--- src/core/ppm_pkg.sv ---
// Shared constants, types and decode for the port pin override mux
package ppm_pkg;
	// ------------------------------------------------------------
	// Widths and reset values
	// ------------------------------------------------------------
	localparam int PORT_W = 8;
	localparam logic [7:0] DIR_RST = 8'h00;
	localparam logic [7:0] LATCH_RST = 8'h00;
	localparam logic [7:0] FLAG_RST = 8'h00;
	localparam logic [7:0] PREV_RST = 8'h00;
	localparam logic SYNC_RST = 1'h0;
	// Direction, latch, pull-up disable pattern that turns the pull-up on
	localparam logic [2:0] PULLUP_CODE = 3'h2;

	// ------------------------------------------------------------
	// Port A alternate function pin positions
	// ------------------------------------------------------------
	localparam int PIN_T0_SRC = 3;
	localparam int PIN_USI_CLK = 4;
	localparam int PIN_T1_SRC = 4;
	localparam int PIN_T1_CMPB = 5;
	localparam int PIN_USI_DO = 5;
	localparam int PIN_T1_CMPA = 6;
	localparam int PIN_USI_DI = 6;
	localparam int PIN_T0_CMPB = 7;
	localparam int PIN_T1_CAP = 7;

	// ------------------------------------------------------------
	// Types
	// ------------------------------------------------------------
	typedef enum logic [2:0] {
		SLP_ACTIVE,
		SLP_IDLE,
		SLP_POWER_DOWN,
		SLP_POWER_SAVE,
		SLP_STANDBY
	} ppm_sleep_e;

	typedef enum logic [1:0] {
		SENSE_LOW,
		SENSE_ANY,
		SENSE_FALL,
		SENSE_RISE
	} ppm_sense_e;

	typedef struct packed {
		logic pullup_override_enable;
		logic pullup_override_value;
		logic direction_override_enable;
		logic direction_override_value;
		logic value_override_enable;
		logic value_override_value;
		logic toggle_override_enable;
		logic input_enable_override_enable;
		logic input_enable_override_value;
	} ppm_ovr_s;

	// Deep sleep states clamp the digital inputs
	function automatic logic ppm_is_deep(input ppm_sleep_e mode);
		return (mode == SLP_POWER_DOWN) || (mode == SLP_POWER_SAVE) ||
			(mode == SLP_STANDBY);
	endfunction
endpackage

--- src/core/ppm_pin_cell.sv ---
// One port pin: override selection, input clamp and pin synchroniser
`timescale 1ns/100ps
`default_nettype none
module ppm_pin_cell (
	// Clock and reset
	input wire logic i_core_clk,
	input wire logic i_sys_rst,
	// Register bits and shared controls
	input wire logic i_direction_bit,
	input wire logic i_output_latch_bit,
	input wire logic i_global_pullup_disable,
	input wire logic i_sleep_clamp,
	input wire logic i_ext_int_en,
	// Overrides from the peripheral owning the pin
	input wire ppm_pkg::ppm_ovr_s i_ovr,
	// Pad
	input wire logic i_pad_in,
	output logic o_pad_out,
	output logic o_pad_oe,
	output logic o_pullup,
	// Toward the core
	output logic o_input_en,
	output logic o_alternate_digital_input,
	output logic o_pin_input_bit
);
	logic sync_lo_r;
	logic pin_input_r;
	logic gated_in;

	// ------------------------------------------------------------
	// Override multiplexers
	// ------------------------------------------------------------
	always_comb begin
		if (i_ovr.pullup_override_enable) begin
			o_pullup = i_ovr.pullup_override_value;
		end else begin
			o_pullup = ({i_direction_bit, i_output_latch_bit, i_global_pullup_disable}
				== ppm_pkg::PULLUP_CODE);
		end
		if (i_sys_rst) begin
			o_pullup = 1'b0;
		end
		o_pad_oe = i_ovr.direction_override_enable ?
			i_ovr.direction_override_value : i_direction_bit;
		if (!o_pad_oe) begin
			o_pad_out = 1'b0;
		end else if (i_ovr.value_override_enable) begin
			o_pad_out = i_ovr.value_override_value;
		end else begin
			o_pad_out = i_output_latch_bit;
		end
		if (i_ovr.input_enable_override_enable) begin
			o_input_en = i_ovr.input_enable_override_value;
		end else begin
			o_input_en = ~i_sleep_clamp | i_ext_int_en;
		end
	end

	// Clamp to ground ahead of the input buffer; peripherals see it unsynchronised
	assign gated_in = i_pad_in & o_input_en;
	assign o_alternate_digital_input = gated_in;

	// ------------------------------------------------------------
	// Synchroniser: low phase stage then rising edge stage
	// ------------------------------------------------------------
	always_ff @(negedge i_core_clk) begin
		if (i_sys_rst) begin
			sync_lo_r <= ppm_pkg::SYNC_RST;
		end else begin
			sync_lo_r <= gated_in;
		end
	end

	always_ff @(posedge i_core_clk) begin
		if (i_sys_rst) begin
			pin_input_r <= ppm_pkg::SYNC_RST;
		end else begin
			pin_input_r <= sync_lo_r;
		end
	end

	assign o_pin_input_bit = pin_input_r;
endmodule
`default_nettype wire

--- src/core/ppm_port.sv ---
// Port A pin override mux top: registers, sleep clamp, alternate routing
// Notes on behaviour
// - Deep sleep states clamp digital inputs to ground, except pins with an enabled interrupt or an input enable override.
// - An enabled external interrupt keeps its pin input live in sleep.
// - Clamp release on a high rise- or any-edge-sensed pin sets its interrupt flag.
// - Reset, active and idle leave inputs enabled and unclamped.
// - Pull-up is off while reset is held.
// - Pull-up follows its override, else on for code 010.
// - Driver enable follows direction override, else direction bit.
// - Driven value follows value override, else output latch bit.
// - Toggle override inverts the output latch bit.
// - Input enable follows its override, else the sleep state.
// - Alternate digital input is taken before the synchroniser.
// - Overrides per pin; strobes per port; clamp and disable shared.
// - Pins 0 to 7 feed pin change sources 0 to 7.
// - Serial clock on pin 4, data out pin 5, data in pin 6.
// - Timer 1 compare B drives pin 5, compare A pin 6.
// - Pin 7: timer 0 compare B out and timer 1 capture in.
// - Pin 3 is the timer 0 external count source.
// - Pin 4 is also the timer 1 external count source.
// - Direction one makes an output; latch one on input pulls up.
// - Writing one to the input register toggles the latch bit.
// - Pin input passes a half-cycle stage and a flip-flop.
`timescale 1ns/100ps
`default_nettype none
module ppm_port (
	// Clock and reset
	input wire logic i_core_clk,
	input wire logic i_sys_rst,
	// Port strobes and data, shared by all pins
	input wire logic i_direction_wr,
	input wire logic [7:0] i_direction_wdata,
	input wire logic i_latch_wr,
	input wire logic [7:0] i_latch_wdata,
	input wire logic i_pin_wr,
	input wire logic [7:0] i_pin_wdata,
	output logic [7:0] o_direction,
	output logic [7:0] o_output_latch,
	output logic [7:0] o_pin_input,
	// Shared controls
	input wire logic i_global_pullup_disable,
	input wire ppm_pkg::ppm_sleep_e i_sleep_mode,
	output logic o_sleep_clamp,
	// External interrupt sense and flags
	input wire logic [7:0] i_ext_int_en,
	input wire ppm_pkg::ppm_sense_e [7:0] i_ext_int_sense,
	input wire logic [7:0] i_ext_int_flag_clr,
	output logic [7:0] o_ext_int_flag,
	// Generic per-pin overrides
	input wire ppm_pkg::ppm_ovr_s [7:0] i_ovr,
	// Peripheral outputs toward pins
	input wire logic i_usi_data_out,
	input wire logic i_usi_data_out_en,
	input wire logic i_timer1_compare_a_out,
	input wire logic i_timer1_compare_a_en,
	input wire logic i_timer1_compare_b_out,
	input wire logic i_timer1_compare_b_en,
	input wire logic i_timer0_compare_b_out,
	input wire logic i_timer0_compare_b_en,
	// Pin inputs toward peripherals
	output logic [7:0] o_pin_change_source,
	output logic o_serial_iface_clock_pin,
	output logic o_usi_data_in,
	output logic o_timer0_count_source,
	output logic o_timer1_count_source,
	output logic o_timer1_capture_in,
	// Pads
	input wire logic [7:0] i_pad_in,
	output logic [7:0] o_pad_out,
	output logic [7:0] o_pad_oe,
	output logic [7:0] o_pullup,
	output logic [7:0] o_input_en
);
	logic [7:0] direction_r;
	logic [7:0] latch_r;
	logic [7:0] latch_nxt;
	logic [7:0] flag_r;
	logic [7:0] flag_set;
	logic [7:0] prev_r;
	logic [7:0] alt_di;
	logic [7:0] toggle_ovr;
	logic [7:0] ie_ovr_en;
	logic sleep_clamp;
	ppm_pkg::ppm_ovr_s [7:0] ovr_eff;

	// ------------------------------------------------------------
	// Shared sleep clamp
	// ------------------------------------------------------------
	// Never clamped while reset is held
	assign sleep_clamp = ppm_pkg::ppm_is_deep(i_sleep_mode) & ~i_sys_rst;
	assign o_sleep_clamp = sleep_clamp;

	// ------------------------------------------------------------
	// Alternate function overrides on pins 5 to 7
	// ------------------------------------------------------------
	always_comb begin
		ovr_eff = i_ovr;
		if (i_usi_data_out_en) begin
			ovr_eff[ppm_pkg::PIN_USI_DO].value_override_enable = 1'b1;
			ovr_eff[ppm_pkg::PIN_USI_DO].value_override_value = i_usi_data_out;
		end else if (i_timer1_compare_b_en) begin
			ovr_eff[ppm_pkg::PIN_T1_CMPB].value_override_enable = 1'b1;
			ovr_eff[ppm_pkg::PIN_T1_CMPB].value_override_value =
				i_timer1_compare_b_out;
		end
		if (i_timer1_compare_a_en) begin
			ovr_eff[ppm_pkg::PIN_T1_CMPA].value_override_enable = 1'b1;
			ovr_eff[ppm_pkg::PIN_T1_CMPA].value_override_value =
				i_timer1_compare_a_out;
		end
		if (i_timer0_compare_b_en) begin
			ovr_eff[ppm_pkg::PIN_T0_CMPB].value_override_enable = 1'b1;
			ovr_eff[ppm_pkg::PIN_T0_CMPB].value_override_value =
				i_timer0_compare_b_out;
		end
	end

	// ------------------------------------------------------------
	// Per-pin cells
	// ------------------------------------------------------------
	for (genvar n = 0; n < ppm_pkg::PORT_W; n++) begin : g_pin
		assign toggle_ovr[n] = ovr_eff[n].toggle_override_enable;
		assign ie_ovr_en[n] = ovr_eff[n].input_enable_override_enable;
		// Own overrides per pin, shared clamp and pull-up disable
		ppm_pin_cell u_cell (
			.i_core_clk(i_core_clk),
			.i_sys_rst(i_sys_rst),
			.i_direction_bit(direction_r[n]),
			.i_output_latch_bit(latch_r[n]),
			.i_global_pullup_disable(i_global_pullup_disable),
			.i_sleep_clamp(sleep_clamp),
			.i_ext_int_en(i_ext_int_en[n]),
			.i_ovr(ovr_eff[n]),
			.i_pad_in(i_pad_in[n]),
			.o_pad_out(o_pad_out[n]),
			.o_pad_oe(o_pad_oe[n]),
			.o_pullup(o_pullup[n]),
			.o_input_en(o_input_en[n]),
			.o_alternate_digital_input(alt_di[n]),
			.o_pin_input_bit(o_pin_input[n])
		);
	end

	// ------------------------------------------------------------
	// Alternate inputs toward peripherals, unsynchronised
	// ------------------------------------------------------------
	assign o_pin_change_source = alt_di;
	assign o_serial_iface_clock_pin = alt_di[ppm_pkg::PIN_USI_CLK];
	assign o_usi_data_in = alt_di[ppm_pkg::PIN_USI_DI];
	assign o_timer0_count_source = alt_di[ppm_pkg::PIN_T0_SRC];
	assign o_timer1_count_source = alt_di[ppm_pkg::PIN_T1_SRC];
	assign o_timer1_capture_in = alt_di[ppm_pkg::PIN_T1_CAP];

	// ------------------------------------------------------------
	// Direction and output latch registers
	// ------------------------------------------------------------
	always_ff @(posedge i_core_clk) begin
		if (i_sys_rst) begin
			direction_r <= ppm_pkg::DIR_RST;
		end else if (i_direction_wr) begin
			direction_r <= i_direction_wdata;
		end
	end

	always_comb begin
		latch_nxt = i_latch_wr ? i_latch_wdata : latch_r;
		if (i_pin_wr) begin
			latch_nxt = latch_nxt ^ i_pin_wdata;
		end
		latch_nxt = latch_nxt ^ toggle_ovr;
	end

	always_ff @(posedge i_core_clk) begin
		if (i_sys_rst) begin
			latch_r <= ppm_pkg::LATCH_RST;
		end else begin
			latch_r <= latch_nxt;
		end
	end

	assign o_direction = direction_r;
	assign o_output_latch = latch_r;

	// ------------------------------------------------------------
	// External interrupt edge flags
	// ------------------------------------------------------------
	// Flags ignore the enable, so the clamp release edge is caught
	always_comb begin
		for (int k = 0; k < ppm_pkg::PORT_W; k++) begin
			case (i_ext_int_sense[k])
				ppm_pkg::SENSE_ANY: flag_set[k] = o_pin_input[k] ^ prev_r[k];
				ppm_pkg::SENSE_FALL: flag_set[k] = ~o_pin_input[k] & prev_r[k];
				ppm_pkg::SENSE_RISE: flag_set[k] = o_pin_input[k] & ~prev_r[k];
				default: flag_set[k] = 1'b0;
			endcase
		end
	end

	always_ff @(posedge i_core_clk) begin
		if (i_sys_rst) begin
			prev_r <= ppm_pkg::PREV_RST;
		end else begin
			prev_r <= o_pin_input;
		end
	end

	always_ff @(posedge i_core_clk) begin
		if (i_sys_rst) begin
			flag_r <= ppm_pkg::FLAG_RST;
		end else begin
			// Set wins over a clear in the same cycle
			flag_r <= (flag_r & ~i_ext_int_flag_clr) | flag_set;
		end
	end

	assign o_ext_int_flag = flag_r;

	// ------------------------------------------------------------
	// Checks
	// ------------------------------------------------------------
	AST_CLAMP: assert property (@(posedge i_core_clk) disable iff (i_sys_rst)
		ppm_pkg::ppm_is_deep(i_sleep_mode) |->
		((o_input_en & ~ie_ovr_en & ~i_ext_int_en) == 8'h00))
		else $error("input live in deep sleep without override");

	AST_EXT_LIVE: assert property (@(posedge i_core_clk) disable iff (i_sys_rst)
		((o_input_en | ie_ovr_en) & i_ext_int_en) == i_ext_int_en)
		else $error("enabled interrupt pin lost its input");

	AST_AWAKE: assert property (@(posedge i_core_clk)
		(i_sys_rst || i_sleep_mode == ppm_pkg::SLP_ACTIVE ||
		i_sleep_mode == ppm_pkg::SLP_IDLE) |-> !o_sleep_clamp)
		else $error("clamp active outside deep sleep");

	AST_PU_RST: assert property (@(posedge i_core_clk)
		i_sys_rst |-> (o_pullup == 8'h00))
		else $error("pull-up on during reset");

	AST_PU_CODE: assert property (@(posedge i_core_clk) disable iff (i_sys_rst)
		(!ovr_eff[0].pullup_override_enable && !i_global_pullup_disable &&
		!o_direction[0] && o_output_latch[0]) |-> o_pullup[0])
		else $error("pin 0 pull-up missing for code 010");

	AST_DIR_OVR: assert property (@(posedge i_core_clk) disable iff (i_sys_rst)
		i_direction_wr |=> (o_pad_oe[1] ==
		(ovr_eff[1].direction_override_enable ?
		ovr_eff[1].direction_override_value : $past(i_direction_wdata[1]))))
		else $error("pin 1 driver enable wrong after write");

	AST_VAL_T0: assert property (@(posedge i_core_clk) disable iff (i_sys_rst)
		(o_pad_oe[7] && i_timer0_compare_b_en) |->
		(o_pad_out[7] == i_timer0_compare_b_out))
		else $error("pin 7 not driven by timer 0 compare B");

	AST_TOGGLE: assert property (@(posedge i_core_clk) disable iff (i_sys_rst)
		(toggle_ovr[4] && !i_latch_wr && !i_pin_wr) |=>
		(o_output_latch[4] != $past(o_output_latch[4])))
		else $error("pin 4 latch did not invert");

	AST_PIN_TGL: assert property (@(posedge i_core_clk) disable iff (i_sys_rst)
		(i_pin_wr && !i_latch_wr && toggle_ovr == 8'h00) |=>
		(o_output_latch == ($past(o_output_latch) ^ $past(i_pin_wdata))))
		else $error("input register write did not toggle latch");

	AST_IE_OVR: assert property (@(posedge i_core_clk) disable iff (i_sys_rst)
		ie_ovr_en[2] |-> (o_input_en[2] == ovr_eff[2].input_enable_override_value))
		else $error("pin 2 input enable ignores override");

	AST_FLAG: assert property (@(posedge i_core_clk) disable iff (i_sys_rst)
		(!o_pin_input[6]) ##1 (o_pin_input[6] &&
		i_ext_int_sense[6] == ppm_pkg::SENSE_RISE) |=> o_ext_int_flag[6])
		else $error("rising edge on pin 6 missed its flag");

	AST_SYNC: assert property (@(posedge i_core_clk) disable iff (i_sys_rst)
		(o_input_en[3] && i_pad_in[3])[*3] |-> o_pin_input[3])
		else $error("pin 3 input not through synchroniser in time");

	AST_ROUTE: assert property (@(posedge i_core_clk) disable iff (i_sys_rst)
		o_timer1_count_source == (i_pad_in[4] & o_input_en[4]))
		else $error("pin 4 count source not the gated pad");

	AST_PIN_CHG: assert property (@(posedge i_core_clk) disable iff (i_sys_rst)
		o_pin_change_source == (i_pad_in & o_input_en))
		else $error("pin change sources not the gated pads");

	AST_PAD_OFF: assert property (@(posedge i_core_clk) disable iff (i_sys_rst)
		(o_pad_out & ~o_pad_oe) == 8'h00)
		else $error("pad value driven while driver disabled");

	AST_USI_PRI: assert property (@(posedge i_core_clk) disable iff (i_sys_rst)
		(o_pad_oe[5] && i_usi_data_out_en) |->
		(o_pad_out[5] == i_usi_data_out))
		else $error("pin 5 not driven by serial data out");

	AST_T1_CMPA: assert property (@(posedge i_core_clk) disable iff (i_sys_rst)
		(o_pad_oe[6] && i_timer1_compare_a_en) |->
		(o_pad_out[6] == i_timer1_compare_a_out))
		else $error("pin 6 not driven by timer 1 compare A");
endmodule
`default_nettype wire

--- config.mk ---
export PLATFORM = sky130hd
export DESIGN_NAME = ppm_port
export DESIGN_NICKNAME = d
export VERILOG_FILES = /design/src/core/ppm_pkg.sv /design/src/core/ppm_pin_cell.sv /design/src/core/ppm_port.sv
export SDC_FILE = /design/constraint.sdc
export NUM_CORES = 1
export LEC_CHECK = 0
export ABC_AREA = 1
export BUFFER_PORTS_ARGS = -buffer_cell sky130_fd_sc_hd__buf_2
export CORE_ASPECT_RATIO = 2
export CORE_MARGIN = 2
export CORE_UTILIZATION = 46
export CTS_CLUSTER_SIZE = 28
export DETAILED_ROUTE_END_ITERATION = 6
export GPL_TIMING_DRIVEN = 1
export PLACE_DENSITY_LB_ADDON = 0.15
export SYNTH_ARGS = -nofsm -noshare
export SYNTH_HDL_FRONTEND = slang
export SYNTH_SLANG_ARGS = --single-unit
--- constraint.sdc ---
create_clock -name i_core_clk -period 2.02 [get_ports i_core_clk]
set_clock_uncertainty 0.2 [all_clocks]
set_input_delay 0 -clock i_core_clk [delete_from_list [all_inputs] [get_ports i_core_clk]]
set_output_delay 0 -clock i_core_clk [all_outputs]
set_load 0.03 [all_outputs]
## After elaboration in Yosys (flattened, before gate mapping)

Cells that the tools add are included.

- Bits in registers: 48
- Latch bits: 0
- RAM bits: 0
- ROM bits: 0
- Output and inout port bits: 78
- Memories: 0

- Add/sub/neg operators: 0
- Multipliers: 0
- Div/mod/pow operators: 0
- Order comparisons: 0
- Equal/unequal tests: 35
- Shifts and indexed selects: 0
- Mux-type cells: 62
- Bitwise gates (word level): 64
- Reductions and logical operators: 2

Operators by type and width:

| kind | count |
|---|---|
| two-way mux 1 bit | 48 |
| equality test 2 bit (second input constant) | 16 |
| equality test 3 x 2 -> 1 bit (second input constant) | 10 |
| bitwise AND 1 bit | 25 |
| case mux 1 bit (3 select lines) | 8 |
| inverter 1 bit | 18 |
| equality test 2 x 1 -> 1 bit (second input constant) | 8 |
| two-way mux 8 bit | 2 |
| bitwise XOR 8 bit | 2 |
| bitwise AND 8 bit | 1 |
| two-way mux 2 bit | 4 |
| inverter 8 bit | 1 |
| OR 1 bit | 8 |
| OR 8 bit | 1 |
| bitwise XOR 1 bit | 8 |
| equality test 3 bit (second input constant) | 1 |
| logical OR 1 bit | 2 |

## Longest topological paths before layout

Gate-level depths: netlist of the first run.

- Depth in word-level cells: 8
- Depth in mapped cells: 7
- Mapped depth without buffers: 6

## Modules after synthesis

Synthesis of the first run repeated with hierarchy kept, for this count alone.

- Cell total of the unflattened synthesis: 550
- Area, all modules: 3345.7 um^2

Modules (own cells, without submodules):

| module | instances | cells each | area each (um^2) | sequential area each (um^2) |
|---|---|---|---|---|
| ppm_port | 1 | 334 | 2104.5 | 640.6 |
| ppm_pin_cell | 8 | 27 | 155.1 | 40.0 |

==> run summary, run 1 <==
deepest clock path buffer count -> 2
Final HPWL DP -> 7830 µm
Syn Inst Count -> 521
Placer Congestion -> 0.863
number of fill cells -> 628
share of layout cells above drive strength 1 -> 0.331
setup violators final -> 0
# port buffers -> 230
switching power -> 975 µW
Rel. slew slack -> 0.700
pre-CTS setup slack -> -0.0201 ns
achievable frequency -> 542 MHz
# rows -> 44
Initial Util -> 0.470
nets -> 926
Wirelength per Cell -> 12.1 µm
Setup crit end kind -> flip-flop
Skew-Pair Late Insertion Delay -> 0.37 ns
worst hold path startpoint -> i_pin_wdata[7]
Hold Vio Cnt, Final -> 3
FF-to-FF Start -> prev_r[7]
final cycle utilization of the critical path -> 0.913
area grow syn2layout -> 46.3%
drt total wl -> 10,300 µm
final core occ -> 0.687
Avg Synthesized Cell Area -> 6.50 µm²
Cell Chain, Critical Path -> inv_1, ha_1, nor2_1, o21ai_0, a21oi_1, dlygate4sd3_1
Critical Path RT -> 2.00 ns
Vias -> 4,002
met2 WL post-DR -> 5660 µm
remaining antenna violation count -> 0
Pwr Density -> 574 nW/µm²
CP bufs+invs -> 2
time the worst path needs with I/O delays and setup -> 1.84 ns
H-Tree Depth -> 2
Vias/cell -> 4.71
postcts setup bufs -> 0
I/O pin cnt -> 231
Hold WC Path Type -> input pin to flip-flop
CTS root buf -> clkbuf_16
antenna violations before repair -> 0
sequential power share -> 0.368
Slew @ Worst Pin -> 0.445 ns
ANT cells -> 0
Die X -> 64.7 µm
commonest non-fill, non-tap cell in the layout -> buf_2
failing checks -> negative hold slack
met3 WL post-DR -> 779 µm
CTS tree -> done
core area -> 7210 µm²
YS warnings -> 0
sw frac -> 0.343
Area after DPL -> 4110 µm²
post-route cell area -> 4960 µm²
most frequent cells in the layout -> 230 x buf_2, 113 x inv_1, 88 x nand2_1
worst setup margin -> 0.176 ns
Hold Slack -> -0.0704 ns
die footprint -> 8110 µm²
wl on met1 -> 3370 µm
RSZ-0062 raised after global routing -> no
total CTS buffers -> 5
total grt overflow -> 0
Critical-path top delay cell -> dlygate4sd3_1
crit path DAT -> 1.82 ns
largest net degree at the start of global routing -> 34
run status -> finished, violations left
flops & latches, synth -> 48
CP Max Fanout -> 2
max incr delay on CP -> 0.56 ns
post-synthesis cell type count -> 17
Clock power frac -> 0.311
combinational group share of total power -> 0.322
overall power -> 2.84 mW
DRC -> 0
Mapped Area -> 3390 µm²
Startpoint Class -> flip-flop
Fin Setup TNS -> 0 ns
Sink Count -> 48
crit path launch -> prev_r[7]
CTS clock-pin slew for the worst setup and hold paths -> 0.07 ns
Highest Signal Layer -> met4
synthesized net count -> 690
DRT Pass-1 Iters -> 4
Leak -> 2.88 nW
initial drt markers -> 122
Largest delay share family, worst path -> buffers and inverters
MaxCap Viol Count -> 0
global-route wire length before repair -> 16,600 µm
GRT Resource Usage Total -> 0.255
vias in the first global route -> 3,989
sequential fraction of the synthesis area -> 0.284
VDD IR max -> 432 µV
final slew viol count -> 0
Setup CP Type -> flip-flop to flip-flop
Die H -> 125 µm
Internal -> 1.87 mW
per-stage QoR:
step	cells	hold WS, ns
2_1_floorplan	521	-0.0367
3_3_place_gp	769	0.0564
3_5_place_dp	769	0.0584
4_1_cts	854	0.0359
5_1_grt	850	0.0000867
6_report	850	-0.0704
worst reg2reg max path: cells and delay by family (launching register included):
family	cells	cell delay, ns
buffers and inverters	2	0.61
flip-flops	1	0.33
adder cells (fa/ha/maj)	1	0.28
AO/OA/AOI/OAI	2	0.28
AND/OR/NAND/NOR	1	0.04
worst paths after layout:
kind / cells after the start / end / slack [ns]
worst min-delay path: 6 / o_output_latch[7] / -0.07
worst min register to register: 2 / prev_r[1] / 0.27
worst max-delay path: 6 / o_ext_int_flag[7] / 0.18
worst max register to register: 6 / o_ext_int_flag[7] / 0.18
synthesized netlist by cell type (all sizes together):
cell type | number | area [µm²]
o211ai | 1 | 7.51
o21ai | 43 | 215
ha | 16 | 200
inv | 107 | 402
nand3 | 40 | 200
nand3b | 8 | 60.1
a21oi | 39 | 206
mux2 | 5 | 56.3
nand2 | 89 | 337
dfxtp | 48 | 961
nor2 | 50 | 188
buf | 75 | 556
cell type report:
cell class	instances	area [µm²]	share of cell area
clock buffers	5	125	0.0252
clock inverters	11	50.0	0.0101
inverters	106	398	0.0803
multi-input cells	291	1490	0.300
flip-flops and latches	48	961	0.194
well taps	92	115	0.0232
repair buffers	297	1820	0.368
flip-flops by register name (all words and copies together), names as in the netlist:
name                          count
o_direction                       8
g_pin.u_cell.sync_lo_r            8
g_pin.u_cell.o_pin_input_bit      8
prev_r                            8
o_output_latch                    8
o_ext_int_flag                    8
cells by family after synthesis:
kind of cell	share of synthesized area
buffers and inverters	0.282
flip-flops	0.284
adder cells (fa/ha/maj)	0.0591
multiplexers	0.0166
AO/OA/AOI/OAI	0.127
AND/OR/NAND/NOR	0.232
what timing repair did:
item / in CTS / in global routing
hold buffers: 70 / 2
hold endpoints to repair: 24 / 2
setup endpoints to repair: 0 / 7
gates resized for setup: 0 / 5
metal layers:
metal / track usage / vias to the layer above
li1: - / 2004
met1: 0.226 / 1760
met2: 0.514 / 205
met3: 0.0459 / 33
met4: 0.133 / 0
met5: 0 / -
power by group through the flow:
stage          combinational, mW  clock [mW]  sequential (mW)
2_1_floorplan              0.585      0.0275             1.07
3_3_place_gp               0.770      0.0275             1.06
3_5_place_dp               0.785      0.0275             1.07
4_1_cts                    0.910       0.920             1.05
5_1_grt                     1.00       0.953             1.05
6_report                   0.914       0.883             1.04
(Power assumes the default switching activity.)
==> run 2, diff against run 1 <==
- CORE_UTILIZATION: 46 -> 45
- SYNTH_HIERARCHICAL: default -> 1
==> run 2 against run 1 <==
Effect of this change:
- the run still ends with negative hold slack left
- critical path type unchanged
- clock power increased by 18%
- cell area rose by 8.6%
- cell count increased by 10%
- highest routed layer unchanged
- largest cell class unchanged
- flip-flop and latch count did not move
- combinational power up 6.6%
- first-iteration DRC count up 66%
- power grew 7.9%
==> run summary, run 2 <==
largest net degree at the start of global routing -> 32
Setup crit end kind -> flip-flop
CTS root buf -> clkbuf_16
vias in the first global route -> 4,546
Startpoint Class -> flip-flop
Placer Congestion -> 0.935
Synth Area in Adders -> 0.0598
sequential power share -> 0.342
final core occ -> 0.746
Wirelength per Cell -> 12.6 µm
Vias -> 4,406
area grow syn2layout -> 60.8%
Clock power frac -> 0.340
core area -> 7210 µm²
initial drt markers -> 202
MaxCap Viol Count -> 0
drt total wl -> 11,800 µm
Slew @ Worst Pin -> 0.486 ns
Rel. slew slack -> 0.676
share of layout cells above drive strength 1 -> 0.323
Synth Area in Simple Gates -> 0.315
Skew-Pair Late Insertion Delay -> 0.37 ns
setup violators final -> 0
post-synthesis compound-gate area fraction -> 0.105
most frequent cells in the layout -> 230 x buf_2, 173 x inv_1, 122 x nand2_1
EDFF count, synth -> 0
Synth Flop Type -> dfxtp_1
Synth area leader -> dfxtp_1
Mapped Area -> 3350 µm²
RSZ-0062 raised after global routing -> no
Non-Filler Instances -> 937
remaining antenna violation count -> 0
deepest clock path buffer count -> 2
crit path DAT -> 1.95 ns
time the worst path needs with I/O delays and setup -> 1.92 ns
die footprint -> 8180 µm²
# rows -> 44
XOR/XNOR Fraction of Synth Area -> 0
synthesized net count -> 719
achievable frequency -> 522 MHz
top post-synthesis cells by count -> 173 x inv_1, 122 x nand2_1, 59 x nor2_1
total grt overflow -> 0
Vias/cell -> 4.70
Internal -> 2.03 mW
I/O pin cnt -> 231
Avg Synthesized Cell Area -> 6.08 µm²
VDD IR max -> 439 µV
largest cells by area after synthesis -> dfxtp_1 29%, inv_1 19%, nand2_1 14%
cell with the most instances after synthesis -> inv_1
final cycle utilization of the critical path -> 0.949
DRC -> 0
GRT Resource Usage Total -> 0.295
nets -> 1,013
Cells after DPL -> 865
ANT cells -> 0
Leak -> 3.29 nW
CTS tree -> done
CP Max Fanout -> 3
sw frac -> 0.338
# port buffers -> 230
Critical Path RT -> 2.06 ns
Hold Vio Cnt, Final -> 1
share of the synthesized area in the top cell type -> 0.287
mux share of post-synthesis cell area -> 0.00673
antenna violations before repair -> 0
DRT Pass-1 Iters -> 4
Initial Util -> 0.464
post-synthesis cell type count -> 20
switching power -> 1.04 mW
Syn Inst Count -> 550
sequential fraction of the synthesis area -> 0.287
H-Tree Depth -> 2
combinational group share of total power -> 0.318
run status -> finished, violations left
Hold Slack -> -0.0142 ns
failing checks -> negative hold slack
CTS clock-pin slew for the worst setup and hold paths -> 0.07 ns
largest family of logic cells by synthesized area -> simple AND/OR/NAND/NOR gates
Hold WC Path Type -> input pin to flip-flop
Setup CP Type -> flip-flop to flip-flop
YS warnings -> 6
Pwr Density -> 570 nW/µm²
number of fill cells -> 574
global-route wire length before repair -> 19,000 µm
ys async rst share -> 0
Die H -> 126 µm
Die X -> 65.0 µm
commonest non-fill, non-tap cell in the layout -> buf_2
Final HPWL DP -> 8530 µm
final slew viol count -> 0
overall power -> 3.07 mW
postcts setup bufs -> 0
flops & latches, synth -> 48
total CTS buffers -> 5
Sink Count -> 48
==> run 2: changes by cell type in the layout (fill, tap and decap cells not counted), sizes merged, moves of 3 or more <==
cell and delta:
and2 +8, a21oi -12, nand3 +8, mux2 -3, nand2 +33, buf +3
nand3b -8, o21bai +8, o21ai -19, inv +58, nor2 +9
==> run 2: power groups by stage <==
stage          registers (mW)  clock network [mW]  logic [mW]
4_1_cts                  1.05                1.07       0.957
3_3_place_gp             1.07              0.0496       0.827
3_5_place_dp             1.07              0.0496       0.851
6_report                 1.05                1.04       0.974
5_1_grt                  1.06                1.12        1.06
2_1_floorplan            1.14              0.0496       0.442
==> run 2: timing repair <==
action / CTS / global route
endpoints found under the setup margin: 0 / 3
gates resized for setup: 0 / 4
hold buffers: 66 / 0
hold endpoints to repair: 24 / 0
==> run 2: logic make-up after synthesis <==
family	after synthesis
and+or+nand+nor	239
buffers and inverters	185
muxes	2
DFF	48
AOI/OAI and AO/OA	60
adders and majority gates	16
==> run 2: worst max-delay path, stage by stage (launching register included) <==
cell and delay, ns:
dfxtp_1 0.35, inv_1 0.07, ha_1 0.30, inv_1 0.06
nand2_1 0.04, nand2_1 0.07, nand3_1 0.08, a21oi_1 0.13
dlygate4sd3_1 0.56
==> run 2: area by class of cell <==
| type | instances | area [µm²] | area share |
|---|---|---|---|
| well taps | 92 | 115 | 0.0214 |
| inverters | 166 | 623 | 0.116 |
| multi-input cells | 317 | 1650 | 0.306 |
| repair buffers | 298 | 1820 | 0.339 |
| flip-flops and latches | 48 | 962 | 0.179 |
| clock buffers | 7 | 175 | 0.0326 |
| clock inverters | 9 | 33.8 | 0.00628 |
==> run 2: worst paths after layout <==
kind,startpoint,to,slack [ns],depth (start not counted)
worst max register to register,g_pin[4].u_cell/o_pin_input_bit,o_ext_int_flag[4],0.10,8
worst max-delay path,g_pin[4].u_cell/o_pin_input_bit,o_ext_int_flag[4],0.10,8
worst min-delay path,i_latch_wdata[4],o_output_latch[4],-0.01,7
worst min register to register,g_pin[7].u_cell/o_pin_input_bit,prev_r[7],0.27,2
==> run 2: through the flow <==
step                hold WS [ns]  TNS, ns  cell area (µm²)  setup slack (ns)
finish                   -0.0142        0             5380             0.104
global route              0.0574        0             5380           0.00253
CTS                       0.0105        0             5390            0.0216
detailed placement        0.0243   -0.673             4550           -0.0902
global placement          0.0207   -0.395             4550           -0.0549
floorplan                 -0.129        0             3360           0.00832
==> run 2: routing by layer <==
layer  GRT usage  part of all wire
met1       0.257              0.34
met2       0.572              0.55
met3      0.0768             0.069
met4       0.169             0.043
met5           0                 0
==> run 3, diff against run 2 <==
- ABC_AREA: 1 -> 0
- CORE_AREA: default -> 2 2 91 93
- CORE_ASPECT_RATIO: 2 -> default
- CORE_MARGIN: 2 -> default
- CORE_UTILIZATION: 45 -> default
- DIE_AREA: default -> 0 0 93 95
==> run 3 against run 2 <==
Effect of this change:
- critical path depth is 2 lower
- via count is 27% lower
- synthesized area is 13% lower
- sequential power hardly changed
- core utilization is 13 points lower
- non-clock buffer count is 5 lower
- clock power is 33% lower
- the run now ends clean
- routed wire length is 28% lower
- critical endpoint is now o_ext_int_flag[3]
- global-route usage is 11 points lower
- highest routed layer unchanged
- cell area is 9.0% lower
- sequential share of layout area is 1.8 points higher
==> run summary, run 3 <==
run status -> finished clean
postcts setup bufs -> 0
crit path DAT -> 1.90 ns
Mapped Area -> 2910 µm²
post-route cell area -> 4890 µm²
MaxCap Viol Count -> 0
YS warnings -> 6
DRC -> 0
Synth Flop Type -> dfxtp_1
drt total wl -> 8490 µm
Non-Filler Instances -> 705
Slew @ Worst Pin -> 0.298 ns
Die H -> 95 µm
ys async rst share -> 0
Pwr Density -> 545 nW/µm²
Internal -> 1.82 mW
area grow syn2layout -> 68.2%
final core occ -> 0.617
Wirelength per Cell -> 12.0 µm
sequential fraction of the synthesis area -> 0.330
cell with the most instances after synthesis -> dfxtp_1
achievable frequency -> 540 MHz
time the worst path needs with I/O delays and setup -> 1.85 ns
flops & latches, synth -> 48
Initial Util -> 0.367
VDD IR max -> 292 µV
H-Tree Depth -> 2
vias in the first global route -> 2,971
ANT cells -> 0
Rel. slew slack -> 0.801
post-synthesis cell type count -> 26
largest cells by area after synthesis -> dfxtp_1 33%, mux2_2 7.0%, ha_1 6.9%
synthesized net count -> 479
sw frac -> 0.318
Setup crit end kind -> flip-flop
most frequent cells in the layout -> 230 x buf_2, 51 x dlygate4sd3_1, 47 x dfxtp_1
share of the synthesized area in the top cell type -> 0.330
switching power -> 847 µW
Synth area leader -> dfxtp_1
DRT Pass-1 Iters -> 4
Vias/cell -> 4.55
Vias -> 3,205
max incr delay on CP -> 0.55 ns
GRT Resource Usage Total -> 0.182
top post-synthesis cells by count -> 48 x dfxtp_1, 34 x nor2_1, 24 x inv_1
commonest non-fill, non-tap cell in the layout -> buf_2
CTS root buf -> clkbuf_8
Startpoint Class -> flip-flop
Critical-path top delay cell -> dlygate4sd3_1
combinational group share of total power -> 0.349
die footprint -> 8840 µm²
Largest delay share family, worst path -> buffers and inverters
setup violators final -> 0
I/O pin cnt -> 231
Area after DPL -> 4280 µm²
deepest clock path buffer count -> 2
Leak -> 2.55 nW
Setup CP Type -> flip-flop to flip-flop
global-route wire length before repair -> 12,900 µm
Hold WC Path Type -> input pin to flip-flop
total grt overflow -> 0
core area -> 7930 µm²
CP bufs+invs -> 2
final slew viol count -> 0
EDFF count, synth -> 0
CP Max Fanout -> 3
antenna violations before repair -> 0
CTS clock-pin slew for the worst setup and hold paths -> 0.09 ns
largest net degree at the start of global routing -> 26
remaining antenna violation count -> 0
sequential power share -> 0.392
total CTS buffers -> 5
RSZ-0062 raised after global routing -> no
# port buffers -> 230
Critical Path RT -> 2.06 ns
Cell Chain, Critical Path -> inv_1, ha_1, nor2_1, o21ai_0, a31oi_1, dlygate4sd3_1
final cycle utilization of the critical path -> 0.917
Avg Synthesized Cell Area -> 9.38 µm²
Skew-Pair Late Insertion Delay -> 0.35 ns
Hold Slack -> 0.139 ns
Syn Inst Count -> 310
Sink Count -> 48
Clock power frac -> 0.259
Die X -> 93 µm
# rows -> 33
Cells after DPL -> 646
initial drt markers -> 44
nets -> 768
Hold Vio Cnt, Final -> 0
Placer Congestion -> 0.757
share of layout cells above drive strength 1 -> 0.482
Final HPWL DP -> 6700 µm
CTS tree -> done
number of fill cells -> 738
==> run 3: cell count changes after synthesis, sizes merged, moves of 10 or more <==
cell	previous run	this run
nor3b	0	16
o21ai	24	9
nor2b	0	16
mux2i	0	10
inv	174	24
nand2	122	17
nand3	48	0
a21oi	27	8
mux2	2	26
nor2	59	34
==> run 3: final timing paths <==
path / cells past startpoint / from / endpoint / slack [ns]
setup reg to reg: 6 / g_pin[3].u_cell/o_pin_input_bit / o_ext_int_flag[3] / 0.17
hold reg to reg: 2 / g_pin[6].u_cell/o_pin_input_bit / prev_r[6] / 0.28
hold / removal: 4 / i_sys_rst / prev_r[7] / 0.14
setup / recovery: 6 / g_pin[3].u_cell/o_pin_input_bit / o_ext_int_flag[3] / 0.17
==> run 3: layout make-up <==
| class | instances | area (µm²) | share of cell area |
|---|---|---|---|
| inverters | 16 | 60.1 | 0.0123 |
| multi-input cells | 227 | 1850 | 0.379 |
| well taps | 105 | 131 | 0.0268 |
| repair buffers | 293 | 1750 | 0.358 |
| clock inverters | 9 | 36.3 | 0.00741 |
| flip-flops and latches | 48 | 962 | 0.197 |
| clock buffers | 7 | 97.6 | 0.0199 |
==> run 3: power groups by stage <==
stage | combinational (mW) | clock, mW | sequential (mW)
global route | 1.00 | 0.766 | 1.06
CTS | 0.933 | 0.720 | 1.05
finish | 0.929 | 0.692 | 1.05
detailed placement | 0.813 | 0.0496 | 1.07
floorplan | 0.422 | 0.0496 | 1.14
global placement | 0.804 | 0.0496 | 1.07
==> run 3: per-stage QoR <==
step,setup TNS [ns],power (mW),setup slack [ns]
after floorplan,-0.464,1.61,-0.0586
after global placement,-0.856,1.92,-0.145
after detailed placement,-1.24,1.93,-0.193
after CTS,0,2.70,0.153
after global routing,0,2.82,0.0150
final,0,2.67,0.168
==> run 3: cell families (layout without fill, tap and decap cells) <==
logic type / Yosys count / after routing / share of synthesized area
AND/OR/NAND/NOR: 142 / 142 / 0.292
flip-flops: 48 / 48 / 0.330
buffers and inverters: 35 / 325 / 0.0546
XOR/XNOR: 8 / 8 / 0.0619
AO/OA/AOI/OAI: 25 / 25 / 0.0465
adder cells (fa/ha/maj): 16 / 16 / 0.0688
multiplexers: 36 / 36 / 0.145
==> run 3: worst register-to-register path: stages (launching register included) <==
cell and delay (ns):
dfxtp_1 0.37, inv_1 0.07, ha_1 0.29, nor2_1 0.09
o21ai_0 0.08, a31oi_1 0.16, dlygate4sd3_1 0.55
==> run 3: timing repair <==
item                                   4_1_cts  5_1_grt
resized for setup                            0        1
endpoints found under the hold margin       30        0
hold buffers                                51        0
setup endpoints to repair                    0        1
==> run 3: metal layers <==
metal	share of wire	global-route usage	vias to the layer above
li1	-	-	1622
met1	0.39	0.200	1432
met2	0.51	0.342	144
met3	0.095	0.0511	7
met4	0.011	0.0527	0
met5	0	0	-
